==> config.mk <==
export PLATFORM = sky130hd
export DESIGN_NAME = flash_map_bank_protect_decode
export DESIGN_NICKNAME = d
export VERILOG_FILES = /design/src/pkg/flash_map_pkg.sv /design/src/flash_map_bank_protect_decode.sv
export SDC_FILE = /design/constraint.sdc
export NUM_CORES = 1
export LEC_CHECK = 0
export ABC_CLOCK_PERIOD_IN_PS = 4400
export BUFFER_PORTS_ARGS = -buffer_cell sky130_fd_sc_hd__buf_2
export CORE_ASPECT_RATIO = 1.75
export CORE_MARGIN = 8
export CORE_UTILIZATION = 35
export CTS_BUF_LIST = sky130_fd_sc_hd__clkbuf_4
export DETAILED_ROUTE_END_ITERATION = 10
export HOLD_SLACK_MARGIN = 0.08
export SYNTH_ARGS = -nofsm -noshare
export SYNTH_HDL_FRONTEND = slang
export SYNTH_SLANG_ARGS = --single-unit
==> constraint.sdc <==
create_clock -name clock -period 4.4 [get_ports clock]
set_clock_uncertainty 0.15 [all_clocks]
set_input_delay 0 -clock clock [delete_from_list [all_inputs] [get_ports clock]]
set_output_delay 0 -clock clock [all_outputs]
set_load 0.02 [all_outputs]
==> src/pkg/flash_map_pkg.sv <==
// Purpose: Shared constants and carriers for the flash map and protect decoder
// Assumes: APB register access, byte-wide registers in the low data lane
// Notes: Register byte address is base plus 400 hex plus four times the register index
package flash_map_pkg;

  // ************************************************************
  // Register window
  // ************************************************************
  localparam logic [25:0] REG_WIN_TAG = 26'h0000010;
  localparam int REG_COUNT = 16;
  localparam logic [3:0] IDX_CLKDIV = 4'h0;
  localparam logic [3:0] IDX_SECURITY = 4'h1;
  localparam logic [3:0] IDX_TESTMODE = 4'h2;
  localparam logic [3:0] IDX_CONFIG = 4'h3;
  localparam logic [3:0] IDX_PROT = 4'h4;
  localparam logic [3:0] IDX_STATUS = 4'h5;
  localparam logic [3:0] IDX_COMMAND = 4'h6;
  localparam logic [3:0] IDX_RSVD = 4'h7;
  localparam logic [3:0] IDX_ADDR_HI = 4'h8;
  localparam logic [3:0] IDX_ADDR_LO = 4'h9;
  localparam logic [3:0] IDX_DATA_HI = 4'hA;
  localparam logic [3:0] IDX_DATA_LO = 4'hB;
  localparam logic [3:0] IDX_UNDEF_LO = 4'hC;

  // ************************************************************
  // Field layout and reset values
  // ************************************************************
  localparam int CLKDIV_LOADED = 7;
  localparam logic [7:0] CLKDIV_WMASK = 8'h7F;
  localparam int CFG_BANK = 0;
  localparam logic [7:0] CFG_WMASK = 8'hE1;
  localparam int PROT_OPEN = 7;
  localparam int PROT_HDIS = 5;
  localparam int PROT_HS_LSB = 3;
  localparam int PROT_LDIS = 2;
  localparam int PROT_LS_LSB = 0;
  localparam logic [7:0] REG_RESET = 8'h00;

  // ************************************************************
  // CPU map
  // ************************************************************
  localparam logic [1:0] WIN_FIX_LO = 2'h1;
  localparam logic [1:0] WIN_PAGED = 2'h2;
  localparam logic [1:0] WIN_FIX_HI = 2'h3;
  localparam logic [7:0] PAGE_FIX_LO = 8'h3E;
  localparam logic [7:0] PAGE_FIX_HI = 8'h3F;
  localparam logic [4:0] PAGE_TAG = 5'h07;
  localparam logic [16:0] LOW_START = 17'h08000;
  localparam logic [16:0] LOW_MIN = 17'h00200;
  localparam logic [16:0] HIGH_END_P1 = 17'h10000;
  localparam logic [16:0] HIGH_MIN = 17'h00800;
  localparam logic [11:0] OPT_FIELD_TAG = 12'hFF0;
  localparam logic [15:0] PROT_BYTE_BLK1_ADDR = 16'hFF0C;
  localparam logic [15:0] PROT_BYTE_BLK0_ADDR = 16'hFF0D;
  localparam logic [15:0] OPTION_BYTE_ADDR = 16'hFF0F;

  // ************************************************************
  // Carriers
  // ************************************************************
  typedef struct packed {
    logic valid;
    logic write;
    logic [15:0] addr;
  } cpu_req_s;

  typedef struct packed {
    logic hit;
    logic block;
    logic [7:0] page;
    logic [15:0] rel;
    logic opt_field;
    logic viol;
  } map_s;

  typedef enum logic {ST_LOAD, ST_RUN} load_state_e;

endpackage

==> src/flash_map_bank_protect_decode.sv <==
// Purpose: Flash page map, protection decode and banked register file
// Assumes: Protection and option bytes are presented by the array at reset
// Notes on behaviour
// [RQ1] Sixteen byte registers at base plus 100-10F
// [RQ2] Offsets 04-0B banked, chosen by bank bit; the code banks only 04-06, and 07-0B read zero in both banks
// [RQ3] Divider, security, test mode, configuration at 00-03
// [RQ4] Banked protection, status, command at 04-06
// [RQ5] Factory test registers 07-0B read only
// [RQ6] Decoded address is base plus offset
// [RQ7] Middle window follows external page select
// [RQ8] Pages 38-3F map onto two blocks
// [RQ9] Fixed windows map pages 3E and 3F
// [RQ10] Sixteen byte options field in block 0
// [RQ11] Options field layout at FF00-FF0F
// [RQ12] Closed block refuses all program and erase
// [RQ13] Lower and higher protected areas per block
// [RQ14] Block 0 lower range from 4000, four sizes
// [RQ15] Block 0 higher range ends FFFF, four sizes
// [RQ16] Block 1 ranges in pages 3A and 3B
// [RQ17] No off-chip ports, internal bus only
// [RQ18] Software keeps boot code in high range
// [RQ19] Bank 0 selected after reset
// [RQ20] Protection loaded from option bytes at reset
// [RQ21] Offsets 0C-0F read zero, writes ignored
//
// The APB slave port was chosen for this implementation.
`timescale 1ns/1ps
`default_nettype none

// Every port stays inside the chip; no pad connects here [RQ17]
module flash_map_bank_protect_decode (
  input wire logic clock,
  input wire logic rst_n,
  input wire logic [31:0] base_addr,
  input wire logic psel,
  input wire logic penable,
  input wire logic pwrite,
  input wire logic [31:0] paddr,
  input wire logic [31:0] pwdata,
  output logic [31:0] prdata,
  output logic pready,
  output logic pslverr,
  input wire flash_map_pkg::cpu_req_s cpu_req,
  input wire logic [7:0] memory_page_select,
  output flash_map_pkg::map_s map_out,
  input wire logic [7:0] prot_byte_blk0,
  input wire logic [7:0] prot_byte_blk1,
  input wire logic [7:0] option_byte,
  output logic [1:0] protection_open_bit,
  output logic bank_select_bit
);
  import flash_map_pkg::*;

  // ************************************************************
  // Register storage
  // ************************************************************
  logic [7:0] clock_divider_r;
  logic [7:0] security_state_r;
  logic [7:0] module_configuration_r;
  logic [7:0] sector_protection_r [2];
  logic [7:0] operation_status_r [2];
  logic [7:0] operation_command_r [2];
  logic [31:0] prdata_r;
  map_s map_r;
  load_state_e state_r;

  // ************************************************************
  // APB decode
  // ************************************************************
  logic [31:0] reg_off;
  logic win_hit;
  logic [3:0] idx;
  logic wr_en;
  logic rd_setup;
  logic bank;
  logic [7:0] wbyte;
  logic [7:0] rd_mux;

  // Base relative word index
  assign reg_off = paddr - base_addr; // [RQ6]
  assign win_hit = reg_off[31:6] == REG_WIN_TAG; // [RQ1]
  assign idx = reg_off[5:2];
  assign wbyte = pwdata[7:0];
  assign bank = module_configuration_r[CFG_BANK];
  assign wr_en = psel && penable && pwrite && win_hit && (state_r == ST_RUN);
  assign rd_setup = psel && !penable && !pwrite;

  // Always ready, never errors
  assign pready = 1'b1;
  assign pslverr = 1'b0;
  assign prdata = prdata_r;
  assign map_out = map_r;
  assign bank_select_bit = bank;

  // Reset load sequencer
  always_ff @(posedge clock or negedge rst_n) begin
    if (!rst_n) begin
      state_r <= ST_LOAD;
    end else begin
      case (state_r)
        ST_LOAD: state_r <= ST_RUN;
        ST_RUN: state_r <= ST_RUN;
        default: state_r <= ST_LOAD;
      endcase
    end
  end

  // Read mux of the selected bank
  always_comb begin
    rd_mux = REG_RESET;
    if (win_hit) begin
      case (idx)
        IDX_CLKDIV: rd_mux = clock_divider_r; // [RQ3]
        IDX_SECURITY: rd_mux = security_state_r;
        IDX_TESTMODE: rd_mux = REG_RESET;
        IDX_CONFIG: rd_mux = module_configuration_r;
        IDX_PROT: rd_mux = sector_protection_r[bank]; // [RQ2] [RQ4]
        IDX_STATUS: rd_mux = operation_status_r[bank];
        IDX_COMMAND: rd_mux = operation_command_r[bank];
        IDX_RSVD, IDX_ADDR_HI, IDX_ADDR_LO, IDX_DATA_HI, IDX_DATA_LO: rd_mux = REG_RESET; // [RQ5]
        default: rd_mux = REG_RESET; // [RQ21]
      endcase
    end
  end

  // Read data captured in the setup cycle
  always_ff @(posedge clock or negedge rst_n) begin
    if (!rst_n) begin
      prdata_r <= 32'h00000000;
    end else if (rd_setup) begin
      prdata_r <= {24'h000000, rd_mux};
    end
  end

  // ************************************************************
  // Unbanked registers
  // ************************************************************

  // Divider: low bits write once, top bit marks loaded
  always_ff @(posedge clock or negedge rst_n) begin
    if (!rst_n) begin
      clock_divider_r <= REG_RESET;
    end else if (wr_en && idx == IDX_CLKDIV && !clock_divider_r[CLKDIV_LOADED]) begin
      clock_divider_r <= (wbyte & CLKDIV_WMASK) | ~CLKDIV_WMASK; // [RQ3]
    end
  end

  // Security taken from the options byte after reset
  always_ff @(posedge clock or negedge rst_n) begin
    if (!rst_n) begin
      security_state_r <= REG_RESET;
    end else if (state_r == ST_LOAD) begin
      security_state_r <= option_byte; // [RQ11]
    end
  end

  // Configuration with bank select
  always_ff @(posedge clock or negedge rst_n) begin
    if (!rst_n) begin
      module_configuration_r <= REG_RESET; // [RQ19]
    end else if (wr_en && idx == IDX_CONFIG) begin
      module_configuration_r <= wbyte & CFG_WMASK; // [RQ3]
    end
  end

  // ************************************************************
  // Banked registers
  // ************************************************************

  // Protection: load at reset, then only toward protected
  always_ff @(posedge clock or negedge rst_n) begin
    if (!rst_n) begin
      sector_protection_r[0] <= REG_RESET;
      sector_protection_r[1] <= REG_RESET;
    end else if (state_r == ST_LOAD) begin
      sector_protection_r[0] <= prot_byte_blk0; // [RQ20]
      sector_protection_r[1] <= prot_byte_blk1;
    end else if (wr_en && idx == IDX_PROT) begin
      sector_protection_r[bank] <= prot_wr(sector_protection_r[bank], wbyte); // [RQ2]
    end
  end

  // Next protection value under the lock rules
  function automatic logic [7:0] prot_wr(input logic [7:0] cur, input logic [7:0] wv);
    logic [7:0] n;
    n = cur;
    n[PROT_OPEN] = cur[PROT_OPEN] & wv[PROT_OPEN];
    n[PROT_HDIS] = cur[PROT_HDIS] & wv[PROT_HDIS];
    n[PROT_LDIS] = cur[PROT_LDIS] & wv[PROT_LDIS];
    if (cur[PROT_HDIS]) begin
      n[PROT_HS_LSB+:2] = wv[PROT_HS_LSB+:2];
    end
    if (cur[PROT_LDIS]) begin
      n[PROT_LS_LSB+:2] = wv[PROT_LS_LSB+:2];
    end
    return n;
  endfunction

  // Status and command copies per block
  always_ff @(posedge clock or negedge rst_n) begin
    if (!rst_n) begin
      operation_status_r[0] <= REG_RESET;
      operation_status_r[1] <= REG_RESET;
      operation_command_r[0] <= REG_RESET;
      operation_command_r[1] <= REG_RESET;
    end else if (wr_en) begin
      if (idx == IDX_STATUS) begin
        operation_status_r[bank] <= wbyte; // [RQ4]
      end
      if (idx == IDX_COMMAND) begin
        operation_command_r[bank] <= wbyte; // [RQ4]
      end
    end
  end

  // Open bits per block
  assign protection_open_bit[0] = sector_protection_r[0][PROT_OPEN];
  assign protection_open_bit[1] = sector_protection_r[1][PROT_OPEN];

  // ************************************************************
  // CPU address map and protection
  // ************************************************************
  logic [7:0] page;
  logic page_ok;
  logic blk;
  logic [15:0] rel;
  logic [7:0] pr;
  logic [16:0] low_end;
  logic [16:0] high_start;
  logic in_low;
  logic in_high;
  logic viol;

  // Window to physical page
  always_comb begin
    case (cpu_req.addr[15:14])
      WIN_FIX_LO: page = PAGE_FIX_LO; // [RQ9]
      WIN_PAGED: page = memory_page_select; // [RQ7]
      WIN_FIX_HI: page = PAGE_FIX_HI; // [RQ9]
      default: page = 8'h00;
    endcase
  end

  // Page to block and block relative address
  assign page_ok = (cpu_req.addr[15:14] != 2'h0) && (page[7:3] == PAGE_TAG); // [RQ8]
  assign blk = ~page[2]; // [RQ8]
  assign rel = {page[1:0], cpu_req.addr[13:0]};

  // Range sizes double with each size code
  assign pr = sector_protection_r[blk];
  assign low_end = LOW_START + (LOW_MIN << pr[PROT_LS_LSB+:2]); // [RQ14] [RQ16]
  assign high_start = HIGH_END_P1 - (HIGH_MIN << pr[PROT_HS_LSB+:2]); // [RQ15] [RQ16]
  assign in_low = ({1'b0, rel} >= LOW_START) && ({1'b0, rel} < low_end); // [RQ13]
  assign in_high = {1'b0, rel} >= high_start; // [RQ13]

  // Program or erase refused when closed or in an active range
  always_comb begin
    viol = 1'b0;
    if (cpu_req.valid && cpu_req.write && page_ok) begin
      if (!pr[PROT_OPEN]) begin
        viol = 1'b1; // [RQ12]
      end else if ((in_low && !pr[PROT_LDIS]) || (in_high && !pr[PROT_HDIS])) begin
        viol = 1'b1; // [RQ13]
      end
    end
  end

  // Registered map result
  always_ff @(posedge clock or negedge rst_n) begin
    if (!rst_n) begin
      map_r <= '0;
    end else begin
      map_r.hit <= cpu_req.valid && page_ok;
      map_r.block <= blk;
      map_r.page <= page;
      map_r.rel <= rel;
      map_r.opt_field <= cpu_req.valid && page_ok && !blk && rel[15:4] == OPT_FIELD_TAG; // [RQ10] [RQ11]
      map_r.viol <= viol;
    end
  end
endmodule

`default_nettype wire

# Yosys cells after proc, flatten, opt, wreduce, memory -nomap -nowiden
# Cells that the tools add are included.
# W data, S select, Z words.
[classes]
addsub = 3
n_mul = 0
div = 0
order_cmp = 6
n_eq_ne = 12
shifts = 2
mux = 31
n_bitwise = 6
n_reduce_logical = 30
[op_table]
columns = ["operator", "n"]
rows = [
  ["$mux W8", 14],
  ["$bwmux W16", 3],
  ["$pmux W8 S6", 1],
  ["$mux W16", 2],
  ["$sub A32 B32 Y32", 1],
  ["$eq A26 B5 Y1 const B", 1],
  ["$pmux W8 S3", 1],
  ["$logic_and A1 B1 Y1", 20],
  ["$add A16 B17 Y17 const A", 1],
  ["$ge A16 B17 Y1", 1],
  ["$lt A16 B17 Y1", 1],
  ["$shl A10 B2 Y17 const A", 1],
  ["$shl A12 B2 Y17 const A", 1],
  ["$sub A17 B17 Y17 const A", 1],
  ["$ge A16 B16 Y1 const B", 1],
  ["$eq A12 B12 Y1 const B", 1],
  ["$eq A4 B3 Y1 const B", 3],
  ["$mux W2", 6],
  ["$demux W8 S1", 1],
  ["$eq A5 B3 Y1 const B", 1],
  ["$logic_not A1 Y1", 5],
  ["$eq A2 B2 Y1 const B", 2],
  ["$eq A4 B1 Y1 const B", 1],
  ["$eq A4 B2 Y1 const B", 1],
  ["other kinds (12)", 19],
]
[totals]
register_bits = 105
latch_bits = 0
ramBits = 0
mem_bits_ro = 0
inputBits = 151
out_inout_bits = 65
elab_cells = 107
mem_count = 0

# Depth between registers and ports, before layout
[depth]
depth_word = 16
mapped_depth = 16
depth_no_buf = 12

# Worst setup path before layout
# No wires, ideal clock.
[synth_path]
path_type = "input to register"
from = "in base_addr[11]"
to = "reg operation_command_r[1] (netlist bit)"
setup_time_ps = 125
arrival_ps = 3702
required_time_ps = 4125
slack_ps = 423
path_stages = 14
path_buffers = 3
path_cell_list = "inv_1 -> ha_1 -> buf_2 -> nand4_2 -> or3_1 -> o21a_1 -> a211o_1 -> or4_1 -> nand4bb_1 -> or4b_1 -> buf_4 -> buf_6 -> nor4_4 -> mux2_2"
[synth_between]
elab_chain_len = 5
[synth_lines]
columns = ["element", "line", "text"]
rows = [
  ["start: declaration", "flash_map_bank_protect_decode.sv:34", "input wire logic [31:0] base_addr,"],
  ["$sub A32 B32 Y32", "flash_map_bank_protect_decode.sv:80", "assign reg_off = paddr - base_addr;"],
  ["$eq A26 B5 Y1", "flash_map_bank_protect_decode.sv:81", "assign win_hit = reg_off[31:6] == REG_WIN_TAG;"],
  ["$logic_and A1 B1 Y1 (2 in series)", "flash_map_bank_protect_decode.sv:85", "assign wr_en = psel && penable && pwrite && win_hit && (state_r == ST_RUN);"],
  ["$reduce_and A2 Y1 (no source line)", "-", ""],
  ["end signal: indexed assignment", "flash_map_bank_protect_decode.sv:211", "operation_command_r[bank] <= wbyte;"],
  ["end: declaration", "flash_map_bank_protect_decode.sv:62", "logic [7:0] operation_command_r [2];"],
]
# No other way between the ends.
# A chain may end at the register's enable or synchronous reset.

# Worst setup path after layout
[layout_path]
from = "in base_addr[2]"
to = "reg sector_protection_r[3] (netlist bit)"
[layout_between]
elab_chain_len = 6
word_cells_on_any_way = 7
classes_between = "add/sub: 1; eq/ne: 3; reduce/logical: 3"
[layout_lines]
columns = ["element", "line", "text"]
rows = [
  ["$sub A32 B32 Y32 *", "flash_map_bank_protect_decode.sv:80", ""],
  ["$eq A26 B5 Y1", "flash_map_bank_protect_decode.sv:81", ""],
  ["$logic_and A1 B1 Y1 (2 in series)", "flash_map_bank_protect_decode.sv:85", ""],
  ["$logic_and A1 B1 Y1 *", "flash_map_bank_protect_decode.sv:178", "end else if (wr_en && idx == IDX_PROT) begin"],
  ["$ne A2 B1 Y1 (no source line) *", "-", ""],
  ["end signal: indexed assignment", "flash_map_bank_protect_decode.sv:179", "sector_protection_r[bank] <= prot_wr(sector_protection_r[bank], wbyte);"],
  ["end: declaration", "flash_map_bank_protect_decode.sv:60", "logic [7:0] sector_protection_r [2];"],
]
# Mark *: on every way between the ends. The rest lies on a longest branch, timed or not.

==> impl_results.md <==
* Outcome: completed
* CTS tree: built
* Share of cells above drive strength 1 at 0.264
* Detailed Route WL at 25.2 mm
* Mapped Area at 7390 um2
* Total power at 2.35 mW
* Max stage delay cell, worst path: or4_1
* Num rows at 70
* Largest area contributor in the netlist: dfrtp_1
* Cts bufs inserted at 9
* HPWL Detailed at ~20 mm
* Die height at 208 um
* Worst path arrival time at between 4 and 5 ns
* Peak Freq at 244 MHz
* Switching pwr at ~0.84 mW
* Cell Pwr Density at 241 nW/um2
* CP Launch Type: input pin
* Non-Filler Instances at 1342
* Switching power share of the total at 0.357
* Fin crit share at 0.931
* CP Capture Type: register
* Post-Route Setup TNS at 0 ns
* Hold_ws at 0.136 ns
* Post-DR vias/cell at roughly 5.5
* Synth area leaders: dfrtp_1 35%, mux2_2 8.2%, ha_1 6.3%
* Gpl congestion at 0.895
* Yosys cell types at between 70 and 80
* Clock sink total at between 100 and 150
* CP max FO at 4
* Vias in the first global route at ~7800
* Area share of the largest cell type after synthesis at 0.349
* Post-CTS Setup Inserts at 0
* Tmin final at 4.10 ns
* Resize count post-CTS at 0
* Core area at about 21000 um2
* Critical R2R Capture: clock_divider_r[3]$_DFFE_PN0P_
* R2r worst-path depth at 8
* Leakage power at 4.61 nW
* Worst Hold End: sector_protection_r[14]$_DFFE_PN0P_
* DRC violation total after the first TritonRoute iteration at 324
* Final Hold Viols at 0
* Hold Path Origin: prot_byte_blk0[6]
* GRT Util Overall at 0.191
* Slew @ Worst Pin at 0.751 ns
* Register area share after synthesis at 0.349
* Rel. slew slack at 0.494
* Most used DFF post-synth: dfrtp_1
* Overflow after GRT at 0
* Combinational Power Share at 0.352
* Root buffer cell: clkbuf_4
* Setup slack after layout at 0.304 ns
* IO Count at 216
* Final setup fails at 0
* WL per Instance at 18.8 um
* Yosys reg bits at just over 100
* Deepest clock path buffer count at 2
* Most common cell in the netlist: dfrtp_1
* Top cells by count, synth: 103 x dfrtp_1, 80 x nand2_1, 54 x mux2_2
* Final Instance Area at 9750 um2
* R2R Setup Slk at 1.43 ns
* Synthesis Warnings at 0
* Sequential power share at 0.427
* Synth Area per Inst at 9.16 um2
* PortBufs at approximately 170
* Final ANT Viol Nets at 0
* Skew-Pair Late Insertion Delay at 0.48 ns
* Worst path required time at 4.66 ns
* Initial Util at 0.355
* Pre-Repair DR Iteration Count at 5
* Synth Instances at slightly above 800
* Antenna violations before repair at 1
* Area growth from synthesis to layout at 31.8%
* Ys async rst share at 1.00
* RSZ-0062 raised after global routing: false
* Hold Crit Depth at 3
* Largest net degree at the start of global routing at 67
* MaxCap Viol Count at 0
* Die width at 126 um
* Clock power share at 0.220
* Worst vdd ir at 112 uV
* DRC viols at 0
* Top delay family on crit path: compound AO/OA/AOI/OAI gates
* Via count at 7388
* Internal power at 1.51 mW
* Buf/Inv on CP at 3
* Number of enable flip-flop cells after synthesis at 0
* DP Area at 8530 um2
* Inst Count DP at 1221
* First-pass GRT wire length at 40.1 mm
* Worst-path clk slew at 0.15 ns
* Die area at 26200 um2
* H-Tree Depth at 3
* Crit-path cells: buf_2 -> inv_1 -> ha_1 -> a21oi_1 -> o21ai_1 -> a21oi_1 -> o21ai_0 -> a2111o_1 -> a211oi_1 -> o22ai_1 -> or4_1 -> or4_1 -> a31oi_1 -> dlygate4sd3_1
* Nets at 1272
* RR Startpoint: state_r$_DFF_PN0_
* Highest cell delay on the worst timing path at between 0.6 and 0.7 ns
* Hold-fix buffers at CTS at 104
* Pre-CTS WS at 0.186 ns
* Slew Viols, Final at 0
* Critical path class: input pin to register
* Final core occ at 0.468
* Worst Hold Class: input pin to register
==> cell type report <==
class / instances / area, um2
repair buffers: 302 / 2150
clock inverters: 6 / 75.1
inverters: 52 / 195
flip-flops and latches: 103 / 2580
multi-input cells: 616 / 4360
clock buffers: 10 / 75.1
fillers: 2024 / 11100
well taps: 252 / 315
diodes: 1 / 2.50
==> registers in the layout, indices dropped and copies added, names as in the netlist <==
| signal | flops |
|---|---|
| map_out | 26 |
| operation_command_r | 16 |
| operation_status_r | 16 |
| sector_protection_r | 14 |
| clock_divider_r | 8 |
| prdata | 8 |
| security_state_r | 8 |
| module_configuration_r | 4 |
| protection_open_bit | 2 |
| state_r | 1 |
==> cells in the final DEF (no fill, tap or decap), drive strengths merged, types with 8 or more instances in the layout <==
master | netlist | routed
or3 | 15 | 15
nand2b | 10 | 10
a21o | 11 | 11
nor4 | 15 | 15
o21a | 9 | 9
a21oi | 48 | 48
dlygate4sd3 | 0 | 103
conb | 2 | 27
nand2 | 80 | 80
o21ai | 41 | 41
buf | 39 | 199
a211oi | 12 | 12
nor2 | 37 | 37
ha | 37 | 37
nand4 | 12 | 12
nor3 | 15 | 15
dfrtp | 103 | 103
clkbuf | 22 | 10
nand3 | 18 | 18
mux2i | 28 | 28
inv | 51 | 54
o211ai | 8 | 8
o22ai | 10 | 10
mux2 | 56 | 56
==> routing by layer <==
layer  vias up  wire, um  GRT usage
met3        56      1250     0.0346
met1      3562      8780      0.178
met5         -         0          0
met4         0      1110      0.105
li1       3501         -          -
met2       269     14100      0.378
==> logic make-up (layout without fill, tap and decap cells) <==
family,Yosys count,in the layout,synth area share
and+or+nand+nor,245,245,0.183
AOI/OAI and AO/OA,213,213,0.195
buffers and inverters,113,370,0.0750
DFF,103,103,0.349
muxes,84,84,0.123
adders and majority gates,37,37,0.0626
xor gates and xnor gates,10,10,0.0118
other,2,28,0.00102
==> how the worst max path moves through the flow <==
stage / startpoint / end / slack (ns) / depth (start not counted)
floorplan: base_addr[11] / operation_command_r[1]$_DFFE_PN0P_ / 0.42 / 14
global placement: base_addr[7] / operation_command_r[3]$_DFFE_PN0P_ / 0.19 / 15
detailed placement: base_addr[12] / operation_status_r[1]$_DFFE_PN0P_ / 0.19 / 14
CTS: base_addr[6] / sector_protection_r[3]$_DFFE_PN0P_ / 0.36 / 14
global route: base_addr[6] / sector_protection_r[8]$_DFFE_PN0P_ / 0.02 / 15
finish: base_addr[2] / sector_protection_r[3]$_DFFE_PN0P_ / 0.30 / 14
==> worst register-to-register path, stage by stage, from the launching register on <==
cell	delay, ns
dfrtp_1	0.37
buf_4	0.35
and4_1	0.45
dlygate4sd3_1	0.62
nand2_1	0.08
nor2_1	0.11
nor4b_4	0.22
buf_4	0.19
mux2_2	0.33
==> power by group through the flow <==
| stage | logic [mW] | clock network (mW) | registers [mW] |
|---|---|---|---|
| floorplan | 0.471 | 0 | 1.03 |
| global placement | 0.730 | 0 | 1.02 |
| detailed placement | 0.734 | 0 | 1.02 |
| CTS | 0.819 | 0.541 | 1.00 |
| global route | 0.906 | 0.573 | 1.01 |
| finish | 0.827 | 0.517 | 1.00 |
No activity file was read; power rests on OpenSTA's default activity.
